**src/clk_sel_pkg.sv**
```systemverilog
// Constants, layouts and helpers shared by the system clock selector.
// What this block does
// [RULE_01] Select code 11 runs the system clock straight from the direct input.
// [RULE_02] Code 10, bypass set: oscillator divided by divider field plus one.
// [RULE_03] Prescaler input is the crystal pin or the internal source.
// [RULE_04] The prescaler divides by any factor up to 1024.
// [RULE_05] Code 10, bypass clear: the loop runs and multiplies the input.
// [RULE_06] Factor is multiplier/(input div*output div), each field plus one.
// [RULE_07] The loop input is either the crystal pin or the internal source.
// [RULE_08] While locking, the loop changes its frequency only gradually; the tuning word steps by one, but the kick moves the step by an eighth at once.
// [RULE_09] Band code 00 picks the lower band, code 01 the higher band.
// [RULE_10] Select code 00 runs the system clock from the wakeup clock.
// [RULE_11] Software stages settings and moves frequency in small steps.
// [RULE_12] Select code 01 is reserved and leaves the source unchanged.
package clk_sel_pkg;

   // Register byte offsets and decoded address width.
   localparam int          ADDR_W      = 8;
   localparam logic [7:0]  SYS_CFG_OFF = 8'h00;
   localparam logic [7:0]  PLL_CFG_OFF = 8'h04;
   localparam logic [7:0]  PRE_CFG_OFF = 8'h08;
   localparam logic [7:0]  STATUS_OFF  = 8'h0c;

   // Clock source select codes.
   localparam logic [1:0] SRC_WAKEUP    = 2'h0;
   localparam logic [1:0] SRC_RESERVED  = 2'h1;
   localparam logic [1:0] SRC_GENERATED = 2'h2;
   localparam logic [1:0] SRC_DIRECT    = 2'h3;

   // VCO band codes.
   localparam logic [1:0] BAND_LOW  = 2'h0;
   localparam logic [1:0] BAND_HIGH = 2'h1;

   // Bus encodings.
   localparam int         HTRANS_ACTIVE_BIT = 1;
   localparam logic [2:0] HSIZE_WORD        = 3'h2;
   localparam logic       HRESP_OKAY        = 1'b0;

   // Loop tuning word range for each band, and widths.
   localparam int          INC_W    = 16;
   localparam int          FACTOR_W = 11;
   localparam int          WEIGHT_W = 12;
   localparam logic [15:0] LO_MIN   = 16'h0100;
   localparam logic [15:0] LO_MAX   = 16'h1000;
   localparam logic [15:0] HI_MIN   = 16'h0800;
   localparam logic [15:0] HI_MAX   = 16'h2000;
   localparam logic [10:0] FACTOR_MAX = 11'h400;

   // Loop damping shift, and the input edges of settled phase for lock.
   localparam int          KICK_SHIFT = 3;
   localparam logic [7:0]  LOCK_EDGES = 8'h40;

   // Register layouts, least significant field last.
   typedef struct packed {
      logic [1:0] clock_source_select;
   } sys_config_s;

   typedef struct packed {
      logic [6:0] pll_output_divider_field;
      logic [7:0] pll_multiplier_field;
      logic [3:0] pll_input_divider_field;
      logic       osc_internal;
      logic [1:0] vco_band_select;
      logic       vco_bypass;
   } pll_config_s;

   typedef struct packed {
      logic [9:0] prescaler_divider_field;
   } pre_config_s;

   typedef struct packed {
      logic [15:0] tuning_word;
      logic        pll_locked;
      logic [1:0]  active_source;
   } status_s;

   localparam sys_config_s SYS_CFG_RESET = '{clock_source_select: SRC_WAKEUP};
   localparam pll_config_s PLL_CFG_RESET = '{vco_bypass: 1'b1, default: '0};
   localparam pre_config_s PRE_CFG_RESET = '{prescaler_divider_field: 10'h000};

   // A divider field holds its factor minus one.
   function automatic logic [10:0] field_factor(input logic [9:0] field);
      return 11'({1'b0, field}) + 11'h001;
   endfunction

endpackage

```
**src/clk_gen_parts.sv**
```systemverilog
// Edge-counting divider and the frequency loop used by the clock selector.
module clock_edge_divider #(
   parameter int FACTOR_W = 11
) (
   input  wire logic                ref_clk_in,
   input  wire logic                resetn_in,
   input  wire logic                ce_in,
   input  wire logic                src_level_in,
   input  wire logic [FACTOR_W-1:0] factor_in,
   output logic                     div_out
);
   logic                prev;
   logic [FACTOR_W-1:0] cnt;
   logic [FACTOR_W-1:0] next_cnt;

   // Count rising source edges; the high phase is the first half.
   wire rise = src_level_in & ~prev;
   wire [FACTOR_W-1:0] last = factor_in - FACTOR_W'(1);
   wire pass = (factor_in == FACTOR_W'(1));
   assign next_cnt = !rise ? cnt :
                     (cnt >= last) ? '0 : cnt + FACTOR_W'(1);

   // A factor of one passes the source so its duty cycle survives.
   always_ff @(posedge ref_clk_in or negedge resetn_in) begin
      if (!resetn_in) begin
         prev    <= 1'b0;
         cnt     <= '0;
         div_out <= 1'b0;
      end else if (ce_in) begin
         prev    <= src_level_in;
         cnt     <= next_cnt;
         div_out <= pass ? src_level_in : (next_cnt < (factor_in >> 1)); // [RULE_02]
      end
   end
endmodule

module pll_freq_loop #(
   parameter int INC_W    = 16,
   parameter int WEIGHT_W = 12,
   parameter int ERR_W    = 24
) (
   input  wire logic                ref_clk_in,
   input  wire logic                resetn_in,
   input  wire logic                ce_in,
   input  wire logic                enable_in,
   input  wire logic                band_high_in,
   input  wire logic                src_level_in,
   input  wire logic [WEIGHT_W-1:0] mult_weight_in,
   input  wire logic [WEIGHT_W-1:0] div_weight_in,
   output logic                     clk_out,
   output logic                     locked_out,
   output logic [INC_W-1:0]         inc_out
);
   logic                    prev_src;
   logic [INC_W-1:0]        acc;
   logic signed [ERR_W-1:0] err;
   logic signed [ERR_W-1:0] next_err;
   logic [INC_W-1:0]        next_inc;
   logic [7:0]              lock_cnt;
   logic [7:0]              next_lock;

   // Band limits on the tuning word.
   wire [INC_W-1:0] inc_min = band_high_in ? INC_W'(clk_sel_pkg::HI_MIN)
                                           : INC_W'(clk_sel_pkg::LO_MIN);
   wire [INC_W-1:0] inc_max = band_high_in ? INC_W'(clk_sel_pkg::HI_MAX)
                                           : INC_W'(clk_sel_pkg::LO_MAX);
   // A phase kick on the accumulator step damps the loop, at the cost of
   // some jitter; the tuning word still moves one step per input edge.
   wire [INC_W-1:0] kick     = inc_out >> clk_sel_pkg::KICK_SHIFT;
   wire [INC_W-1:0] acc_step = (err > 0) ? inc_out + kick :
                               (err < 0) ? inc_out - kick : inc_out;
   wire [INC_W-1:0] acc_sum  = acc + acc_step;
   wire             in_rise  = src_level_in & ~prev_src;
   wire             out_rise = acc_sum[INC_W-1] & ~clk_out;

   // Input edges weigh the multiplier, output edges the product of both
   // dividers, so the phase error settles when fout is fin times the factor.
   wire signed [ERR_W-1:0] add_w = in_rise ?
        ERR_W'({1'b0, mult_weight_in}) : '0; // [RULE_06]
   wire signed [ERR_W-1:0] sub_w = out_rise ?
        ERR_W'({1'b0, div_weight_in}) : '0; // [RULE_06]
   assign next_err = err + add_w - sub_w;
   wire signed [ERR_W-1:0] win = ERR_W'({1'b0, mult_weight_in})
                               + ERR_W'({1'b0, div_weight_in});
   wire signed [ERR_W-1:0] mag = err[ERR_W-1] ? -err : err;

   // Lock needs the phase error inside its window for a run of input
   // edges; one zero crossing of a swinging loop is not lock.
   wire in_win    = (mag <= win);
   wire lock_full = (lock_cnt == clk_sel_pkg::LOCK_EDGES);
   assign next_lock = !in_win ? '0 :
                      (in_rise && !lock_full) ? lock_cnt + 8'h01 : lock_cnt;

   // One step per input edge: the tuning word never jumps.
   assign next_inc = !in_rise ? inc_out :
      (inc_out < inc_min) ? inc_out + INC_W'(1) :
      (inc_out > inc_max) ? inc_out - INC_W'(1) :
      (err > 0 && inc_out < inc_max) ? inc_out + INC_W'(1) :
      (err < 0 && inc_out > inc_min) ? inc_out - INC_W'(1) : inc_out; // [RULE_08]

   // Disabled loop restarts low in the selected band.
   always_ff @(posedge ref_clk_in or negedge resetn_in) begin
      if (!resetn_in) begin
         prev_src   <= 1'b0;
         acc        <= '0;
         clk_out    <= 1'b0;
         err        <= '0;
         lock_cnt   <= '0;
         locked_out <= 1'b0;
         inc_out    <= INC_W'(clk_sel_pkg::LO_MIN);
      end else if (ce_in) begin
         prev_src   <= src_level_in;
         acc        <= enable_in ? acc_sum : '0;
         clk_out    <= enable_in & acc_sum[INC_W-1];
         err        <= enable_in ? next_err : '0;
         lock_cnt   <= enable_in ? next_lock : '0;
         locked_out <= enable_in && in_win && lock_full;
         inc_out    <= enable_in ? next_inc : inc_min; // [RULE_09]
      end
   end
endmodule

```
**src/system_clock_source_select.sv**
```systemverilog
// System clock source selector with its AHB-Lite register slave.
module system_clock_source_select (
   input  wire logic        ref_clk_in,
   input  wire logic        resetn_in,
   input  wire logic        ce_in,
   input  wire logic        hsel_in,
   input  wire logic [31:0] haddr_in,
   input  wire logic [1:0]  htrans_in,
   input  wire logic        hwrite_in,
   input  wire logic [2:0]  hsize_in,
   input  wire logic [31:0] hwdata_in,
   input  wire logic        hready_in,
   input  wire logic        direct_clock_input_in,
   input  wire logic        crystal_input_in,
   input  wire logic        internal_clock_in,
   input  wire logic        wakeup_clock_in,
   output logic [31:0]      hrdata_out,
   output logic             hreadyout_out,
   output logic             hresp_out,
   output logic             sys_clock_out,
   output logic             pll_enable_out
);

   // Configuration and bus state.
   clk_sel_pkg::sys_config_s sys_cfg;
   clk_sel_pkg::pll_config_s pll_cfg;
   clk_sel_pkg::pre_config_s pre_cfg;
   clk_sel_pkg::status_s     status;
   logic                     wr_pend;
   logic                     rd_pend;
   logic [clk_sel_pkg::ADDR_W-1:0] xfer_addr;

   // Clock paths.
   logic                                presc_clk;
   logic                                pll_clk;
   logic                                pll_locked;
   logic [clk_sel_pkg::INC_W-1:0]       pll_inc;
   logic                                next_sys;
   logic [31:0]                         rd_word;

   // Address phase decode. Only whole-word writes are stored; a
   // narrower write completes OKAY but leaves the registers alone.
   wire take = hsel_in && hready_in
             && htrans_in[clk_sel_pkg::HTRANS_ACTIVE_BIT];
   wire take_wr = take && hwrite_in
                && (hsize_in == clk_sel_pkg::HSIZE_WORD);
   wire take_rd = take && !hwrite_in;

   // Data phase write strobes.
   wire wr_sys = wr_pend && (xfer_addr == clk_sel_pkg::SYS_CFG_OFF);
   wire wr_pll = wr_pend && (xfer_addr == clk_sel_pkg::PLL_CFG_OFF);
   wire wr_pre = wr_pend && (xfer_addr == clk_sel_pkg::PRE_CFG_OFF);

   // Incoming register images.
   wire clk_sel_pkg::sys_config_s wr_sys_val =
      clk_sel_pkg::sys_config_s'(hwdata_in[1:0]);
   wire clk_sel_pkg::pll_config_s wr_pll_val =
      clk_sel_pkg::pll_config_s'(hwdata_in[22:0]);
   wire clk_sel_pkg::pre_config_s wr_pre_val =
      clk_sel_pkg::pre_config_s'(hwdata_in[9:0]);

   // The reserved select code is dropped so the running source
   // stays put instead of falling into an undefined path.
   wire sel_reserved = (wr_sys_val.clock_source_select
                        == clk_sel_pkg::SRC_RESERVED); // [RULE_12]
   wire sys_load = wr_sys && !sel_reserved; // [RULE_12]

   // Decoded controls.
   wire [1:0] src_sel     = sys_cfg.clock_source_select;
   wire       is_direct   = (src_sel == clk_sel_pkg::SRC_DIRECT);
   wire       is_gen      = (src_sel == clk_sel_pkg::SRC_GENERATED);
   wire       bypass      = pll_cfg.vco_bypass;
   wire       pll_run     = is_gen && !bypass; // [RULE_05]
   wire       band_high   = (pll_cfg.vco_band_select
                             == clk_sel_pkg::BAND_HIGH); // [RULE_09]

   // Oscillator choice feeds both the prescaler and the loop.
   wire osc_level = pll_cfg.osc_internal ? internal_clock_in
                                         : crystal_input_in; // [RULE_03]

   // Divider factors, each field plus one.
   wire [clk_sel_pkg::FACTOR_W-1:0] presc_factor = clk_sel_pkg::field_factor(
      pre_cfg.prescaler_divider_field); // [RULE_04]
   wire [clk_sel_pkg::FACTOR_W-1:0] p_factor = clk_sel_pkg::field_factor(
      10'(pll_cfg.pll_input_divider_field)); // [RULE_06]
   wire [clk_sel_pkg::FACTOR_W-1:0] n_factor = clk_sel_pkg::field_factor(
      10'(pll_cfg.pll_multiplier_field)); // [RULE_06]
   wire [clk_sel_pkg::FACTOR_W-1:0] outdiv_factor = clk_sel_pkg::field_factor(
      10'(pll_cfg.pll_output_divider_field)); // [RULE_06]

   // Input times output divider is at most 16 times 128, inside the weight.
   wire [2*clk_sel_pkg::FACTOR_W-1:0] pk2_full = p_factor * outdiv_factor;
   wire [clk_sel_pkg::WEIGHT_W-1:0] div_weight =
      pk2_full[clk_sel_pkg::WEIGHT_W-1:0]; // [RULE_06]
   wire [clk_sel_pkg::WEIGHT_W-1:0] mult_weight =
      clk_sel_pkg::WEIGHT_W'(n_factor); // [RULE_06]

   // Output prescaler on the oscillator clock.
   clock_edge_divider #(
      .FACTOR_W (clk_sel_pkg::FACTOR_W)
   ) u_prescaler (
      .ref_clk_in   (ref_clk_in),
      .resetn_in    (resetn_in),
      .ce_in        (ce_in),
      .src_level_in (osc_level),
      .factor_in    (presc_factor),
      .div_out      (presc_clk)
   );

   // Frequency loop; it only runs while selected, so it starts its
   // approach from the bottom of the band in force in its last disabled cycle.
   pll_freq_loop #(
      .INC_W    (clk_sel_pkg::INC_W),
      .WEIGHT_W (clk_sel_pkg::WEIGHT_W)
   ) u_pll (
      .ref_clk_in     (ref_clk_in),
      .resetn_in      (resetn_in),
      .ce_in          (ce_in),
      .enable_in      (pll_run),
      .band_high_in   (band_high),
      .src_level_in   (osc_level),
      .mult_weight_in (mult_weight),
      .div_weight_in  (div_weight),
      .clk_out        (pll_clk),
      .locked_out     (pll_locked),
      .inc_out        (pll_inc)
   );

   // System clock source mux; the reserved code never reaches here.
   assign next_sys = is_direct ? direct_clock_input_in :        // [RULE_01]
                     !is_gen   ? wakeup_clock_in :              // [RULE_10]
                     bypass    ? presc_clk :                    // [RULE_02]
                                 pll_clk;                       // [RULE_05]

   // Status image shows the running source and the loop state.
   assign status = '{tuning_word:   pll_inc,
                     pll_locked:    pll_locked,
                     active_source: src_sel};

   // Read mux; unmapped offsets read as zero.
   assign rd_word =
      (xfer_addr == clk_sel_pkg::SYS_CFG_OFF) ? 32'(sys_cfg) :
      (xfer_addr == clk_sel_pkg::PLL_CFG_OFF) ? 32'(pll_cfg) :
      (xfer_addr == clk_sel_pkg::PRE_CFG_OFF) ? 32'(pre_cfg) :
      (xfer_addr == clk_sel_pkg::STATUS_OFF)  ? 32'(status)  :
                                                32'h0000_0000;

   // Bus handshake. Reads take one wait state so that a write in
   // the previous data phase is always visible to the read.
   always_ff @(posedge ref_clk_in or negedge resetn_in) begin
      if (!resetn_in) begin
         wr_pend       <= 1'b0;
         rd_pend       <= 1'b0;
         xfer_addr     <= '0;
         hreadyout_out <= 1'b1;
         hresp_out     <= clk_sel_pkg::HRESP_OKAY;
         hrdata_out    <= 32'h0000_0000;
      end else if (ce_in) begin
         wr_pend       <= take_wr;
         rd_pend       <= take_rd;
         hreadyout_out <= !take_rd;
         hresp_out     <= clk_sel_pkg::HRESP_OKAY;
         if (take) begin
            xfer_addr <= haddr_in[clk_sel_pkg::ADDR_W-1:0];
         end
         if (rd_pend) begin
            hrdata_out <= rd_word;
         end
      end
   end

   // Configuration registers. Software must stage changes so that
   // no unintended intermediate setting runs the clock.
   always_ff @(posedge ref_clk_in or negedge resetn_in) begin
      if (!resetn_in) begin
         sys_cfg <= clk_sel_pkg::SYS_CFG_RESET;
         pll_cfg <= clk_sel_pkg::PLL_CFG_RESET;
         pre_cfg <= clk_sel_pkg::PRE_CFG_RESET;
      end else if (ce_in) begin
         if (sys_load) begin
            sys_cfg <= wr_sys_val; // [RULE_12]
         end
         if (wr_pll) begin
            pll_cfg <= wr_pll_val; // [RULE_07]
         end
         if (wr_pre) begin
            pre_cfg <= wr_pre_val;
         end
      end
   end

   // Outputs are registered so the system clock never glitches on
   // a combinational hazard in the mux.
   always_ff @(posedge ref_clk_in or negedge resetn_in) begin
      if (!resetn_in) begin
         sys_clock_out  <= 1'b0;
         pll_enable_out <= 1'b0;
      end else if (ce_in) begin
         sys_clock_out  <= next_sys;
         pll_enable_out <= pll_run; // [RULE_05]
      end
   end
endmodule

```
**config.mk**
```make
export PLATFORM = sky130hd
export DESIGN_NAME = system_clock_source_select
export DESIGN_NICKNAME = d
export VERILOG_FILES = /design/src/clk_sel_pkg.sv /design/src/clk_gen_parts.sv /design/src/system_clock_source_select.sv
export SDC_FILE = /design/constraint.sdc
export NUM_CORES = 1
export LEC_CHECK = 0
export ABC_AREA = 1
export BUFFER_PORTS_ARGS = -buffer_cell sky130_fd_sc_hd__buf_2
export CORE_MARGIN = 2
export CORE_UTILIZATION = 45
export DETAILED_ROUTE_END_ITERATION = 10
export SLEW_MARGIN = 10
export SYNTH_ARGS = -nofsm -noshare
export SYNTH_HDL_FRONTEND = slang
export SYNTH_SLANG_ARGS = --single-unit
```
**constraint.sdc**
```tcl
create_clock -name ref_clk_in -period 10.3 [get_ports ref_clk_in]
set_input_delay 1.03 -clock ref_clk_in [delete_from_list [all_inputs] [get_ports ref_clk_in]]
set_output_delay 1.03 -clock ref_clk_in [all_outputs]
set_load 0.005 [all_outputs]
```
==> out/metrics.csv <==
stage,metric,value,unit
final_layout,Multi-input gate area,0.00967,mm²
routing,total iterations of the first detailed-routing run,6,
global_route,antenna violations before repair,1,
power_and_ir_drop,Pleak,8.48,nW
critical_path,r2r worst-path depth,36,
power_and_ir_drop,Logic pwr share,15.2,%
critical_path,WS Path Type,reg -> reg,
sta,Max Slew Vio Count,0,
sta,# setup viols final,0,
clocking,TritonCTS clock tree,built,
synth,compound-cell area share of the yosys netlist,16.0,%
clocking,Post-CTS Resized,0,
power_and_ir_drop,sequential share of power,40.6,%
die,Core ar.,0.0325,mm²
critical_path,Worst path slowest cell,dfrtp_1,
synth,largest cells by area after synthesis,"dfrtp_1 (25%), ha_1 (13%), nand2_1 (11%)",
clocking,TritonCTS sink count,149,
power_and_ir_drop,Pwr Density,93.6,mW/mm²
die,io pins,115,
worst_hold_path,worst min-delay path class,reg -> reg,
critical_path,crit path from,u_pll.inc_out[3],
routing,detail-routed via count per cell,5.30,
synth,Simple-Gate Fraction of Synth Area,25.6,%
final_layout,post-layout util,49.7,%
global_route,largest net degree at the start of global routing,88,
sta,final hold vios,0,
synth,share of the yosys chip area belonging to registers,25.1,%
run_status,status,"finished, final reports clean",
synth,#FFs+latches synth,149,
routing,final wirelength,42000,µm
synth,Synth area leader,dfrtp_1,
final_layout,fraction of layout cells with a size suffix above 1,7.20,%
sta,final hold slack,481,ps
clocking,H-tree depth,4,
placement,# port buffers,70,
routing,vias post-DR,14000,
sta,clk_skew,13.3,ps
synth,top-count cell post-synth,nand2_1,
routing,initial DRC count,1087,
critical_path,"Data required, critical path",10630,ps
power_and_ir_drop,internal power,1.05,mW
synth,Cell variety after synth,60,
synth,Post-synth top flop,dfrtp_1,
synth,"Async S/R FF share, synth",100,%
global_route,number of global-route vias before repair,13200,
synth,multiplexer share of the synthesized area,0.202,%
synth,Adder-Cell Fraction of Synth Area,17.3,%
critical_path,crit path capture type,flop,
routing,detailed-route wire length per cell,15.9,µm
die,initial core utilization,45.6,%
synth,synthesized area per cell,6.96,µm²
placement,post-place instance area,0.0156,mm²
clocking,CTS Root Cell,clkbuf_16,
synth,Post-Synth XOR/XNOR Area,5.72,%
clocking,Num CTS Buffers,17,
critical_path,type of origin of the critical path,flop,
synth,Post-Syn Area,0.0148,mm²
synth,Post-synth top cells,"nand2_1 (453), inv_1 (304), nor2_1 (223)",
power_and_ir_drop,sw frac,30.6,%
synth,Post-Syn Instances,2133,
synth,yosys warns,0,
power_and_ir_drop,sw power,0.464,mW
clocking,clock-pin transition on the worst setup and hold timing paths,70,ps
global_route,total track usage,25.0,%
final_layout,post-layout instance area,0.0162,mm²
routing,DRC Markers,0,
clocking,clk_lat worst skew,460,ps
critical_path,CP dominant cell by count,o21ai_0,
worst_hold_path,Hold Path Stages,2,
die,DIE AREA,0.0345,mm²
sta,highest clock rate,126,MHz
final_layout,Syn-to-layout area delta,8.97,%
sta,Worst Tran Pin Value,1100,ps
final_layout,final net count,2446,
synth,Post-synth EDFFs,0,
routing,DRT antenna net count,0,
sta,Max-Slew Margin vs Limit,26.7,%
final_layout,Reg area,0.00373,mm²
global_route,first-pass GRT wire length,67800,µm
critical_path,"slowest stage delay, CP",750,ps
sta,min cycle time layout,7910,ps
critical_path,CP arrival,8240,ps
die,FP Rows,66,
final_layout,fill cell count,3339,
die,die height,186,µm
placement,DP HPWL,32600,µm
sta,Tcrit/Tclk final,76.8,%
sta,RSZ-0062 raised after global routing,no,
clocking,post-CTS setup buffers,0,
critical_path,Crit Reg-Reg Startpoint,u_pll.inc_out[3],
worst_hold_path,Hold Path Origin,pll_enable_out,
synth,largest family of logic cells by synthesized area,simple AND/OR/NAND/NOR gates,
global_route,grt ovf,0,
sta,Total Negative Setup Slacks,0,ps
power_and_ir_drop,Clk pwr share,44.2,%
power_and_ir_drop,VDD IR max,130,µV
power_and_ir_drop,Tot Pwr,1.51,mW
clocking,CTS max path bufs,2,
clocking,hold_buf cts,0,
job,max_cap viols,0,
synth,Synth top area share,24.6,%
critical_path,Worst Path Max Fanout,15,
die,die width,186,µm
placement,gpl congestion,0.891,
-- cells by family (layout without fill, tap and decap cells) --
kind of cell,count (synthesis),after routing
fa+ha+maj,187,187
xor+xnor,97,97
other cells,1,11
buf+inv,378,429
compound gates,418,418
flops,149,149
simple gates,900,900
mux,3,3
-- state kept, by name, summed over array words and instances, names as in the netlist, 2 cells and up --
name             count
u_pll.lock_cnt       8
pre_cfg             10
hrdata_out          23
xfer_addr            8
u_pll.inc_out       16
u_prescaler.cnt     11
pll_cfg             22
u_pll.acc           16
src_sel              2
u_pll.err           24
-- through the flow --
| stage | cells | setup slack (ps) |
|---|---|---|
| after floorplan | 2142 | 4020 |
| after global placement | 2603 | 2540 |
| after detailed placement | 2603 | 2420 |
| after CTS | 2635 | 2380 |
| after global routing | 2636 | 1630 |
| final | 2636 | 2390 |
-- placed cells by master, fill, tap and decap left out, types with 12 or more instances in the layout --
cell type / count
ha_1: 157
nor2_1: 222
o22ai_1: 12
nor3_1: 37
nor4_1: 13
xor2_1: 88
clkbuf_16: 17
inv_1: 304
nand4_1: 30
a31oi_1: 14
dfrtp_1: 146
a21oi_1: 134
fa_1: 30
o21ai_0: 169
buf_2: 69
nand2_1: 453
nand3_1: 106
-- worst max-delay path, delay by kind of cell (launching register included) --
| family | cells | cell delay (ps) |
|---|---|---|
| buffers and inverters | 6 | 490 |
| AO/OA/AOI/OAI | 15 | 3420 |
| adder cells (fa/ha/maj) | 5 | 1820 |
| AND/OR/NAND/NOR | 10 | 1320 |
| flip-flops | 1 | 750 |
-- power by group through the flow --
stage                     logic [mW]  clock network, mW  registers [mW]
final                          0.231              0.669           0.614
after global routing           0.264              0.705           0.615
after CTS                      0.231              0.682           0.614
after detailed placement       0.230                  0           0.625
after global placement         0.227                  0           0.625
after floorplan                0.156                  0           0.621
-- metal layers --
layer	vias to the layer above	part of all wire [%]	wire length, µm	GRT usage, %
li1	7086	-	-	-
met1	6493	47	19700	34.0
met2	335	47	19700	41.5
met3	49	4.3	1820	3.62
met4	0	1.9	781	6.90
met5	-	0	0	0
-- worst paths after layout --
path,to,slack (ps)
max in group asynchronous,hrdata_out[1],8240
min reg2reg,pll_enable_out,480
min,pll_enable_out,480
max,u_pll.err[11],2390
min in group asynchronous,u_pll.err[7],650
max reg2reg,u_pll.err[11],2390
-- final cells by class --
type,instances,share of cell area (%)
multi-input cells,1615,59.8
flip-flops and latches,149,23.1
inverters,318,7.41
well taps,442,3.42
clock buffers,19,2.74
repair buffers,79,2.62
clock inverters,13,0.982
diodes,1,0.0155
Power figures use the tool's default switching activity.
